File: config.mk
export PLATFORM = sky130hd
export DESIGN_NAME = ct_supervision
export DESIGN_NICKNAME = d
export VERILOG_FILES = /design/src/design/cts_history.v /design/src/design/ct_supervision.v
export VERILOG_INCLUDE_DIRS = /design/src /design/src/pkg
export SDC_FILE = /design/constraint.sdc
export NUM_CORES = 2
export LEC_CHECK = 0
export ABC_AREA = 0
export ABC_CLOCK_PERIOD_IN_PS = 37300
export BUFFER_PORTS_ARGS = -buffer_cell sky130_fd_sc_hd__buf_2
export CORE_AREA = 2 2 532 534
export DETAILED_ROUTE_END_ITERATION = 6
export DIE_AREA = 0 0 534 536
export PLACE_DENSITY = 0.63
export SLEW_MARGIN = 20
export SYNTH_ARGS = -nofsm -noshare
export SYNTH_HDL_FRONTEND = slang
export SYNTH_SLANG_ARGS = --single-unit
File: constraint.sdc
create_clock -name mclk -period 37.3 [get_ports mclk]
set_clock_uncertainty 0.15 [all_clocks]
set_input_delay 7.46 -clock mclk [delete_from_list [all_inputs] [get_ports mclk]]
set_output_delay 7.46 -clock mclk [all_outputs]
set_load 0.01 [all_outputs]
File: src/pkg/cts_defs.vh
// Constants for the current transformer supervision block.
// Assumes it is included by bare name from design files.
`ifndef CTS_DEFS_VH
`define CTS_DEFS_VH
`define CTS_CUR_W 16
`define CTS_PCT_W 14
`define CTS_PCT_FULL 14'h2710
`define CTS_HIST_DEPTH 12
`define CTS_CNT_W 16
`define CTS_TS_W 48
`define CTS_DELAY_W 24
`define CTS_EV_ALARM_ON 2'h0
`define CTS_EV_ALARM_OFF 2'h1
`define CTS_EV_BLOCK_ON 2'h2
`define CTS_EV_BLOCK_OFF 2'h3
`define CTS_SEL_ON 2'h1
`define CTS_SEL_OFF 2'h2
`define CTS_FT_OK 4'h0
`define CTS_FT_HIGH 4'h1
`define CTS_FT_LOW 4'h2
`define CTS_FT_RATIO 4'h4
`define CTS_FT_RES 4'h8
`endif

File: src/design/cts_history.v
// History store of the last twelve supervision records.
// Assumes records arrive as one-cycle write pulses on mclk.
`timescale 1ns/1ps
`include "cts_defs.vh"
module cts_history #(
   parameter DEPTH = `CTS_HIST_DEPTH,
   parameter REC_W = 64,
   parameter IDX_W = 4
) (
   input wire mclk,
   input wire reset_n,
   input wire wr_en,
   input wire [REC_W-1:0] wr_rec,
   input wire [IDX_W-1:0] rd_idx,
   output reg [REC_W-1:0] rd_rec,
   output reg [IDX_W-1:0] count_q
);
   reg [REC_W-1:0] mem [0:DEPTH-1];
   reg [IDX_W-1:0] wr_ptr_q;
   wire [IDX_W-1:0] last_idx = DEPTH[IDX_W-1:0] - 1'b1;

   // Ring write pointer; the oldest record is overwritten once full.
   always @(posedge mclk or negedge reset_n) begin
      if (!reset_n) begin
         wr_ptr_q <= {IDX_W{1'b0}};
         count_q <= {IDX_W{1'b0}};
      end else if (wr_en) begin
         wr_ptr_q <= (wr_ptr_q == last_idx) ? {IDX_W{1'b0}} : wr_ptr_q + 1'b1;
         if (count_q != DEPTH[IDX_W-1:0])
            count_q <= count_q + 1'b1;
      end
   end

   // Storage array, no reset needed.
   always @(posedge mclk) begin
      if (wr_en)
         mem[wr_ptr_q] <= wr_rec;
   end

   // Read by age: index 0 is the newest record.
   always @(posedge mclk or negedge reset_n) begin
      if (!reset_n)
         rd_rec <= {REC_W{1'b0}};
      else if (rd_idx < DEPTH[IDX_W-1:0])
         rd_rec <= mem[(wr_ptr_q > rd_idx) ? wr_ptr_q - rd_idx - 1'b1 :
                       wr_ptr_q + last_idx - rd_idx];
      else
         rd_rec <= {REC_W{1'b0}};
   end
endmodule

File: src/design/ct_supervision.v
// Current transformer supervision: limit checks, delay timer, events, counter, history.
// Assumes magnitudes are scaled and stable per program cycle, strobed by cycle_start.
//
// Overview of operation
// - Timer starts when fault conditions all hold; alarm after the full delay.
// - Any phase above the upper limit suppresses activation.
// - All phases below the lower limit suppress activation.
// - Residual selection adds a summed-versus-measured residual comparison.
// - Residual difference below its limit withholds activation.
// - Alarm and block on/off events, each gated by a per-event selection.
// - Every event carries the time stamp of its status change.
// - Cumulative alarm and blocked counter, resettable by software.
// - Twelve record history written on timer start and on on-events, oldest overwritten.
// - Records hold time, event, currents, remaining time, fault code, group.
// - Min over max phase ratio must fall below the ratio limit.
// - Negative over positive sequence ratio must meet its limit.
// - Block sampled per cycle; block at pick-up gives blocked, no timer.
`timescale 1ns/1ps
`include "cts_defs.vh"
module ct_supervision #(
   parameter CW = `CTS_CUR_W,
   parameter PW = `CTS_PCT_W,
   parameter DW = `CTS_DELAY_W,
   parameter NW = `CTS_CNT_W,
   parameter TW = `CTS_TS_W
) (
   input wire mclk,
   input wire reset_n,
   input wire cycle_start,
   input wire [CW-1:0] phase_l1,
   input wire [CW-1:0] phase_l2,
   input wire [CW-1:0] phase_l3,
   input wire [CW-1:0] residual_input_one,
   input wire [CW-1:0] residual_input_two,
   input wire [CW-1:0] residual_sum,
   input wire [CW-1:0] positive_sequence_current,
   input wire [CW-1:0] negative_sequence_current,
   input wire block_pin,
   input wire [CW-1:0] high_limit,
   input wire [CW-1:0] low_limit,
   input wire [PW-1:0] min_max_ratio_limit,
   input wire [PW-1:0] sequence_ratio_limit,
   input wire [CW-1:0] residual_diff_limit,
   input wire [1:0] residual_select,
   input wire [DW-1:0] alarm_delay_cycles,
   input wire [2:0] setting_group,
   input wire [TW-1:0] timestamp,
   input wire [7:0] event_select,
   input wire counter_clear,
   input wire [3:0] hist_rd_idx,
   output wire alarm_activation,
   output wire blocked,
   output wire started,
   output reg event_valid,
   output reg [1:0] event_code,
   output reg [TW-1:0] event_time,
   output reg [NW-1:0] alarm_count_q,
   output reg [NW-1:0] block_count_q,
   output reg [3:0] fault_type_q,
   output wire [TW+2+7*CW+DW+4+3-1:0] hist_rec,
   output wire [3:0] hist_count
);
   localparam REC_W = TW + 2 + 7 * CW + DW + 4 + 3;
   localparam ST_IDLE = 4'h1;
   localparam ST_TIMING = 4'h2;
   localparam ST_ALARM = 4'h4;
   localparam ST_BLOCK = 4'h8;

   // Percent of ratio, scaled so 10000 is 100.00 percent.
   function ratio_ok;
      input [CW-1:0] num;
      input [CW-1:0] den;
      input [PW-1:0] lim;
      reg [CW+PW-1:0] lhs;
      reg [CW+PW-1:0] rhs;
      begin
         lhs = num * `CTS_PCT_FULL;
         rhs = den * lim;
         ratio_ok = lhs >= rhs;
      end
   endfunction

   // Absolute difference of two magnitudes.
   function [CW-1:0] absdiff;
      input [CW-1:0] a;
      input [CW-1:0] b;
      begin
         absdiff = (a > b) ? a - b : b - a;
      end
   endfunction

   // Block pin is asynchronous, so two flip-flops before use.
   reg blk_s1_q;
   reg blk_s2_q;
   always @(posedge mclk or negedge reset_n) begin
      if (!reset_n) begin
         blk_s1_q <= 1'b0;
         blk_s2_q <= 1'b0;
      end else begin
         blk_s1_q <= block_pin;
         blk_s2_q <= blk_s1_q;
      end
   end

   // Phase extremes.
   wire [CW-1:0] max12 = (phase_l1 > phase_l2) ? phase_l1 : phase_l2;
   wire [CW-1:0] min12 = (phase_l1 < phase_l2) ? phase_l1 : phase_l2;
   wire [CW-1:0] i_max = (max12 > phase_l3) ? max12 : phase_l3;
   wire [CW-1:0] i_min = (min12 < phase_l3) ? min12 : phase_l3;
   wire [CW-1:0] res_meas = (residual_select == 2'h2) ? residual_input_two : residual_input_one;

   // Activation conditions.
   wire below_high = (i_max <= high_limit);
   wire above_low = (i_max >= low_limit);
   wire minmax_ok = !ratio_ok(i_min, i_max, min_max_ratio_limit);
   wire seq_ok = ratio_ok(negative_sequence_current, positive_sequence_current,
                          sequence_ratio_limit);
   wire res_used = (residual_select != 2'h0);
   wire res_ok = !res_used || (absdiff(residual_sum, res_meas) >= residual_diff_limit);
   wire pickup = below_high && above_low && minmax_ok && seq_ok && res_ok;

   // Fault type code reflects which checks failed.
   reg [3:0] ft_d;
   always @* begin
      ft_d = `CTS_FT_OK;
      if (!below_high)
         ft_d = ft_d | `CTS_FT_HIGH;
      if (!above_low)
         ft_d = ft_d | `CTS_FT_LOW;
      if (!(minmax_ok && seq_ok))
         ft_d = ft_d | `CTS_FT_RATIO;
      if (!res_ok)
         ft_d = ft_d | `CTS_FT_RES;
   end

   reg [3:0] state_q;
   reg [3:0] state_d;
   reg [DW-1:0] timer_q;
   reg [DW-1:0] timer_d;

   // Supervision state machine, evaluated once per program cycle.
   always @* begin
      state_d = state_q;
      timer_d = timer_q;
      if (cycle_start) begin
         case (state_q)
            ST_IDLE: begin
               if (pickup && blk_s2_q)
                  state_d = ST_BLOCK;
               else if (pickup) begin
                  state_d = ST_TIMING;
                  timer_d = alarm_delay_cycles;
               end
            end
            ST_TIMING: begin
               if (!pickup)
                  state_d = ST_IDLE;
               else if (blk_s2_q)
                  state_d = ST_BLOCK;
               else if (timer_q <= {{(DW-1){1'b0}}, 1'b1})
                  state_d = ST_ALARM;
               else
                  timer_d = timer_q - 1'b1;
            end
            ST_ALARM: begin
               if (!pickup || blk_s2_q)
                  state_d = ST_IDLE;
            end
            ST_BLOCK: begin
               if (!pickup || !blk_s2_q)
                  state_d = ST_IDLE;
            end
            default: state_d = ST_IDLE;
         endcase
         if (state_d != ST_TIMING)
            timer_d = {DW{1'b0}};
      end
   end

   always @(posedge mclk or negedge reset_n) begin
      if (!reset_n) begin
         state_q <= ST_IDLE;
         timer_q <= {DW{1'b0}};
      end else begin
         state_q <= state_d;
         timer_q <= timer_d;
      end
   end

   assign alarm_activation = (state_q == ST_ALARM);
   assign blocked = (state_q == ST_BLOCK);
   assign started = (state_q == ST_TIMING);

   // Event detection from state change.
   wire alarm_on = (state_d == ST_ALARM) && (state_q != ST_ALARM);
   wire alarm_off = (state_q == ST_ALARM) && (state_d != ST_ALARM);
   wire block_on = (state_d == ST_BLOCK) && (state_q != ST_BLOCK);
   wire block_off = (state_q == ST_BLOCK) && (state_d != ST_BLOCK);
   wire alarm_sel_on = event_select[0];
   wire alarm_sel_off = event_select[1];
   wire block_sel_on = event_select[2];
   wire block_sel_off = event_select[3];

   // Selected events reach the event buffer port with their time stamp.
   always @(posedge mclk or negedge reset_n) begin
      if (!reset_n) begin
         event_valid <= 1'b0;
         event_code <= `CTS_EV_ALARM_ON;
         event_time <= {TW{1'b0}};
      end else begin
         event_valid <= 1'b0;
         event_time <= timestamp;
         if (alarm_on && alarm_sel_on) begin
            event_valid <= 1'b1;
            event_code <= `CTS_EV_ALARM_ON;
         end else if (alarm_off && alarm_sel_off) begin
            event_valid <= 1'b1;
            event_code <= `CTS_EV_ALARM_OFF;
         end else if (block_on && block_sel_on) begin
            event_valid <= 1'b1;
            event_code <= `CTS_EV_BLOCK_ON;
         end else if (block_off && block_sel_off) begin
            event_valid <= 1'b1;
            event_code <= `CTS_EV_BLOCK_OFF;
         end
      end
   end

   // Cumulative counters; a new event in the clear cycle still counts.
   always @(posedge mclk or negedge reset_n) begin
      if (!reset_n) begin
         alarm_count_q <= {NW{1'b0}};
         block_count_q <= {NW{1'b0}};
         fault_type_q <= `CTS_FT_OK;
      end else begin
         if (counter_clear)
            alarm_count_q <= alarm_on ? {{(NW-1){1'b0}}, 1'b1} : {NW{1'b0}};
         else if (alarm_on)
            alarm_count_q <= alarm_count_q + 1'b1;
         if (counter_clear)
            block_count_q <= block_on ? {{(NW-1){1'b0}}, 1'b1} : {NW{1'b0}};
         else if (block_on)
            block_count_q <= block_count_q + 1'b1;
         if (cycle_start)
            fault_type_q <= ft_d;
      end
   end

   // History record on timer start and on-events: time, event, currents, time left, fault, group.
   wire rec_wr = alarm_on || block_on || ((state_d == ST_TIMING) && (state_q == ST_IDLE));
   wire [1:0] rec_ev = block_on ? `CTS_EV_BLOCK_ON : `CTS_EV_ALARM_ON;
   wire [REC_W-1:0] rec = {timestamp, rec_ev, phase_l1, phase_l2, phase_l3,
                           residual_input_one, residual_input_two,
                           positive_sequence_current, negative_sequence_current,
                           timer_d, ft_d, setting_group};

   cts_history #(
      .DEPTH(`CTS_HIST_DEPTH),
      .REC_W(REC_W),
      .IDX_W(4)
   ) u_hist (
      .mclk(mclk),
      .reset_n(reset_n),
      .wr_en(rec_wr),
      .wr_rec(rec),
      .rd_idx(hist_rd_idx),
      .rd_rec(hist_rec),
      .count_q(hist_count)
   );
endmodule

==> results.ini <==
[worst_setup_path]
slowest_stage = nor4_1
start_kind = primary input
worst_setup_path_end_kind = flop
crit_type = in -> reg
r2r.worst_path.cells = 13
worstPathArrival_ps = 24420
path_max_fanout = 45
cp.required_ps = 37600
max_stage_delay_ps = 840

[timing]
fin_crit_sh = 0.6468
worst_slew_pin_slew_ps = 1170
timing.fmax_mhz = 41.45
layout_min_cycle_time_ps = 24120
rsz0062_at_grt = false
setup_violations = 0
fin_tns_setup_ps = 0
slew_violations = 0
max_slew_margin = 0.2203
finalHoldViolations = 0

[clocking]
cts_setup_buffers = 0
root_buffer = clkbuf_16
hold_buffers = 0
cts_tree = built
clkSlewWorstSetupHoldPaths_ps = 60
clock-sinks = 2621
cts_made_buffers = 268
worstSkewPairLatency_ps = 870
postCtsResizedCells = 0
clk_path_buf_depth = 4
htree_levels = 5

[power_and_ir_drop]
swShare = 0.3822
powerDensity_nw_per_um2 = 89.35
peakVddDrop_uv = 287.8
p_sw_uw = 4762
cell_internal_pwr_uw = 7697
p_leak_uw = 0.05210
pwr-share-seq = 0.274
pwr-share-comb = 0.512
p_clk_frac = 0.214

[die]
die-area_um2 = 286200
die_height_um = 536
io_pins = 585
die_x_um = 534
core_um2 = 280800
start_util = 0.4378
rows = 195

[global_routing]
grt_max_degree = 145
grt_pass1_wl_um = 461400
antenna_found_initial = 55
grt_use_total = 0.2162
overflow = 0
first_global_vias = 71200

[synthesis]
synth_top_family_by_area = multiplexers
synthTopCellsByArea = edfxtp_1 (56%), mux4_2 (11%), fa_1 (6.6%)
syn_nets = 8644
synth_ff_type = edfxtp_1
synth_top_area_frac = 0.5628
synthSimpleGateAreaFrac = 0.04888
netlist_instances = 7417
yosys-mux-area-fraction = 0.1279
async_reset_ff_frac = 0.1209
synth_compound_area_frac = 0.04030
synth_top_area_cell = edfxtp_1
synthAdderAreaFrac = 0.1193
synthXorXnorAreaFrac = 0.008336
synth_area_um2 = 122900
ys_types = 86
ys_ff_latch = 2621
yosys_warnings = 0
seq_area_frac_synth = 0.6273
avgSynthCellArea_um2 = 16.57
synth_edf_count = 2304

[detailed_routing]
first_pass_iters = 5
dr.max_layer_used = met5
drc = 0
via_per_inst = 5.625
drt-wirelength-per-cell_um = 25.77
wl_met2_um = 151900
vias = 67880
drt-initial-drc-count = 5388
wl_met3_um = 16890
wl_um = 311000
wl_met1_um = 130600
ant_nets = 0

[placed_design]
dp_hpwl_um = 191800
place_area_um2 = 130500
routabilityCongestion = 0.8437
portBuffers = 579

[finish]
fin_util = 0.4965
area_delta_synth_final_pct = 13.42
mostFrequentLayoutCells = edfxtp_1 (2304), inv_1 (587), buf_2 (578)
nets = 9297
final_area_um2 = 139400
post_route_cells_drive_above_1_share = 0.2131
layout_commonest_cell = edfxtp_1

[flow_run]
max-cap-violations = 0

[hold_path]
min_path_cells = 0
hold_class = reg -> reg

[run_status]
status = complete, no violations

[area by class of cell]
type,count,area (um^2)
fill,23370,141400
sequential,2621,77120
multi-input combinational,3884,42570
clock buffer,369,7506
tap,3743,4683
timing repair buffer,706,3990
inverter,589,2211
clock inverter,114,1247
antenna,42,105.1
[power groups by stage]
stage               registers [uW]  clock network (uW)  logic (uW)
global route                  3420                2830        7260
CTS                           3420                2720        6440
floorplan                     3480                   0        4750
finish                        3410                2670        6370
global placement              3480                   0        6280
detailed placement            3480                   0        6390
[cells in the mapped netlist (all sizes together) (43+ instances only)]
master,number
a211oi,210
a21o,55
a21oi,149
and2,205
clkbuf,295
dfrtp,316
edfxtp,2304
fa,405
ha,524
inv,587
mux2i,227
mux4,576
nand2,378
nand3,51
nand4,50
nor2,342
nor3,58
o21ai,129
xnor2,74
xor2,43
[registers in the layout (all words and copies together), names as in the netlist]
| name | flops |
|---|---|
| u_hist.mem | 2304 |
| event_time | 48 |
| timer_q | 24 |
| blk_s1_q | 1 |
| state_q | 4 |
| event_code | 2 |
| event_valid | 1 |
| fault_type_q | 4 |
| alarm_count_q | 16 |
| blk_s2_q | 1 |
| u_hist.count_q | 4 |
| block_count_q | 16 |
| u_hist.wr_ptr_q | 4 |
| u_hist.rd_rec | 192 |
[per-layer routing]
| metal | up-vias | global-route usage |
|---|---|---|
| li1 | 29460 | - |
| met1 | 35880 | 0.2884 |
| met2 | 2058 | 0.3609 |
| met3 | 478 | 0.03108 |
| met4 | 12 | 0.08109 |
| met5 | - | 0 |
[stage by stage]
step                power (uW)  setup slack (ps)  cells  hold WS (ps)
finish                   12460             13180  12070         217.3
global route             13520             12180  12050         222.7
CTS                      12590             12840  12030         216.2
detailed placement        9863             12010  11540         200.4
global placement          9760             12250  11540         193.9
floorplan                 8227             -2011   7417         181.2
[final timing paths]
kind	to	slack [ps]	startpoint
worst min register to register	blk_s2_q	220	blk_s1_q
max in group asynchronous	event_time[47]	27680	reset_n
worst max register to register	u_hist.mem[11][89]	30180	timer_q[18]
worst min-delay path	blk_s2_q	220	blk_s1_q
min in group asynchronous	u_hist.rd_rec[12]	6500	reset_n
worst max-delay path	u_hist.mem[11][89]	13180	phase_l2[10]
[worst max-delay path: cells and delay by family]
kind / cells / cell delay (ps)
AOI/OAI and AO/OA: 20 / 5270
xor gates and xnor gates: 1 / 90
adders and majority gates: 10 / 4310
buffers and inverters: 12 / 3720
and+or+nand+nor: 11 / 3280
[kinds of logic after synthesis]
family / count (synthesis)
AO/OA/AOI/OAI: 738
XOR/XNOR: 117
adder cells (fa/ha/maj): 929
buffers and inverters: 912
flip-flops: 2621
multiplexers: 845
other: 1
AND/OR/NAND/NOR: 1254
(Power assumes the default switching activity.)
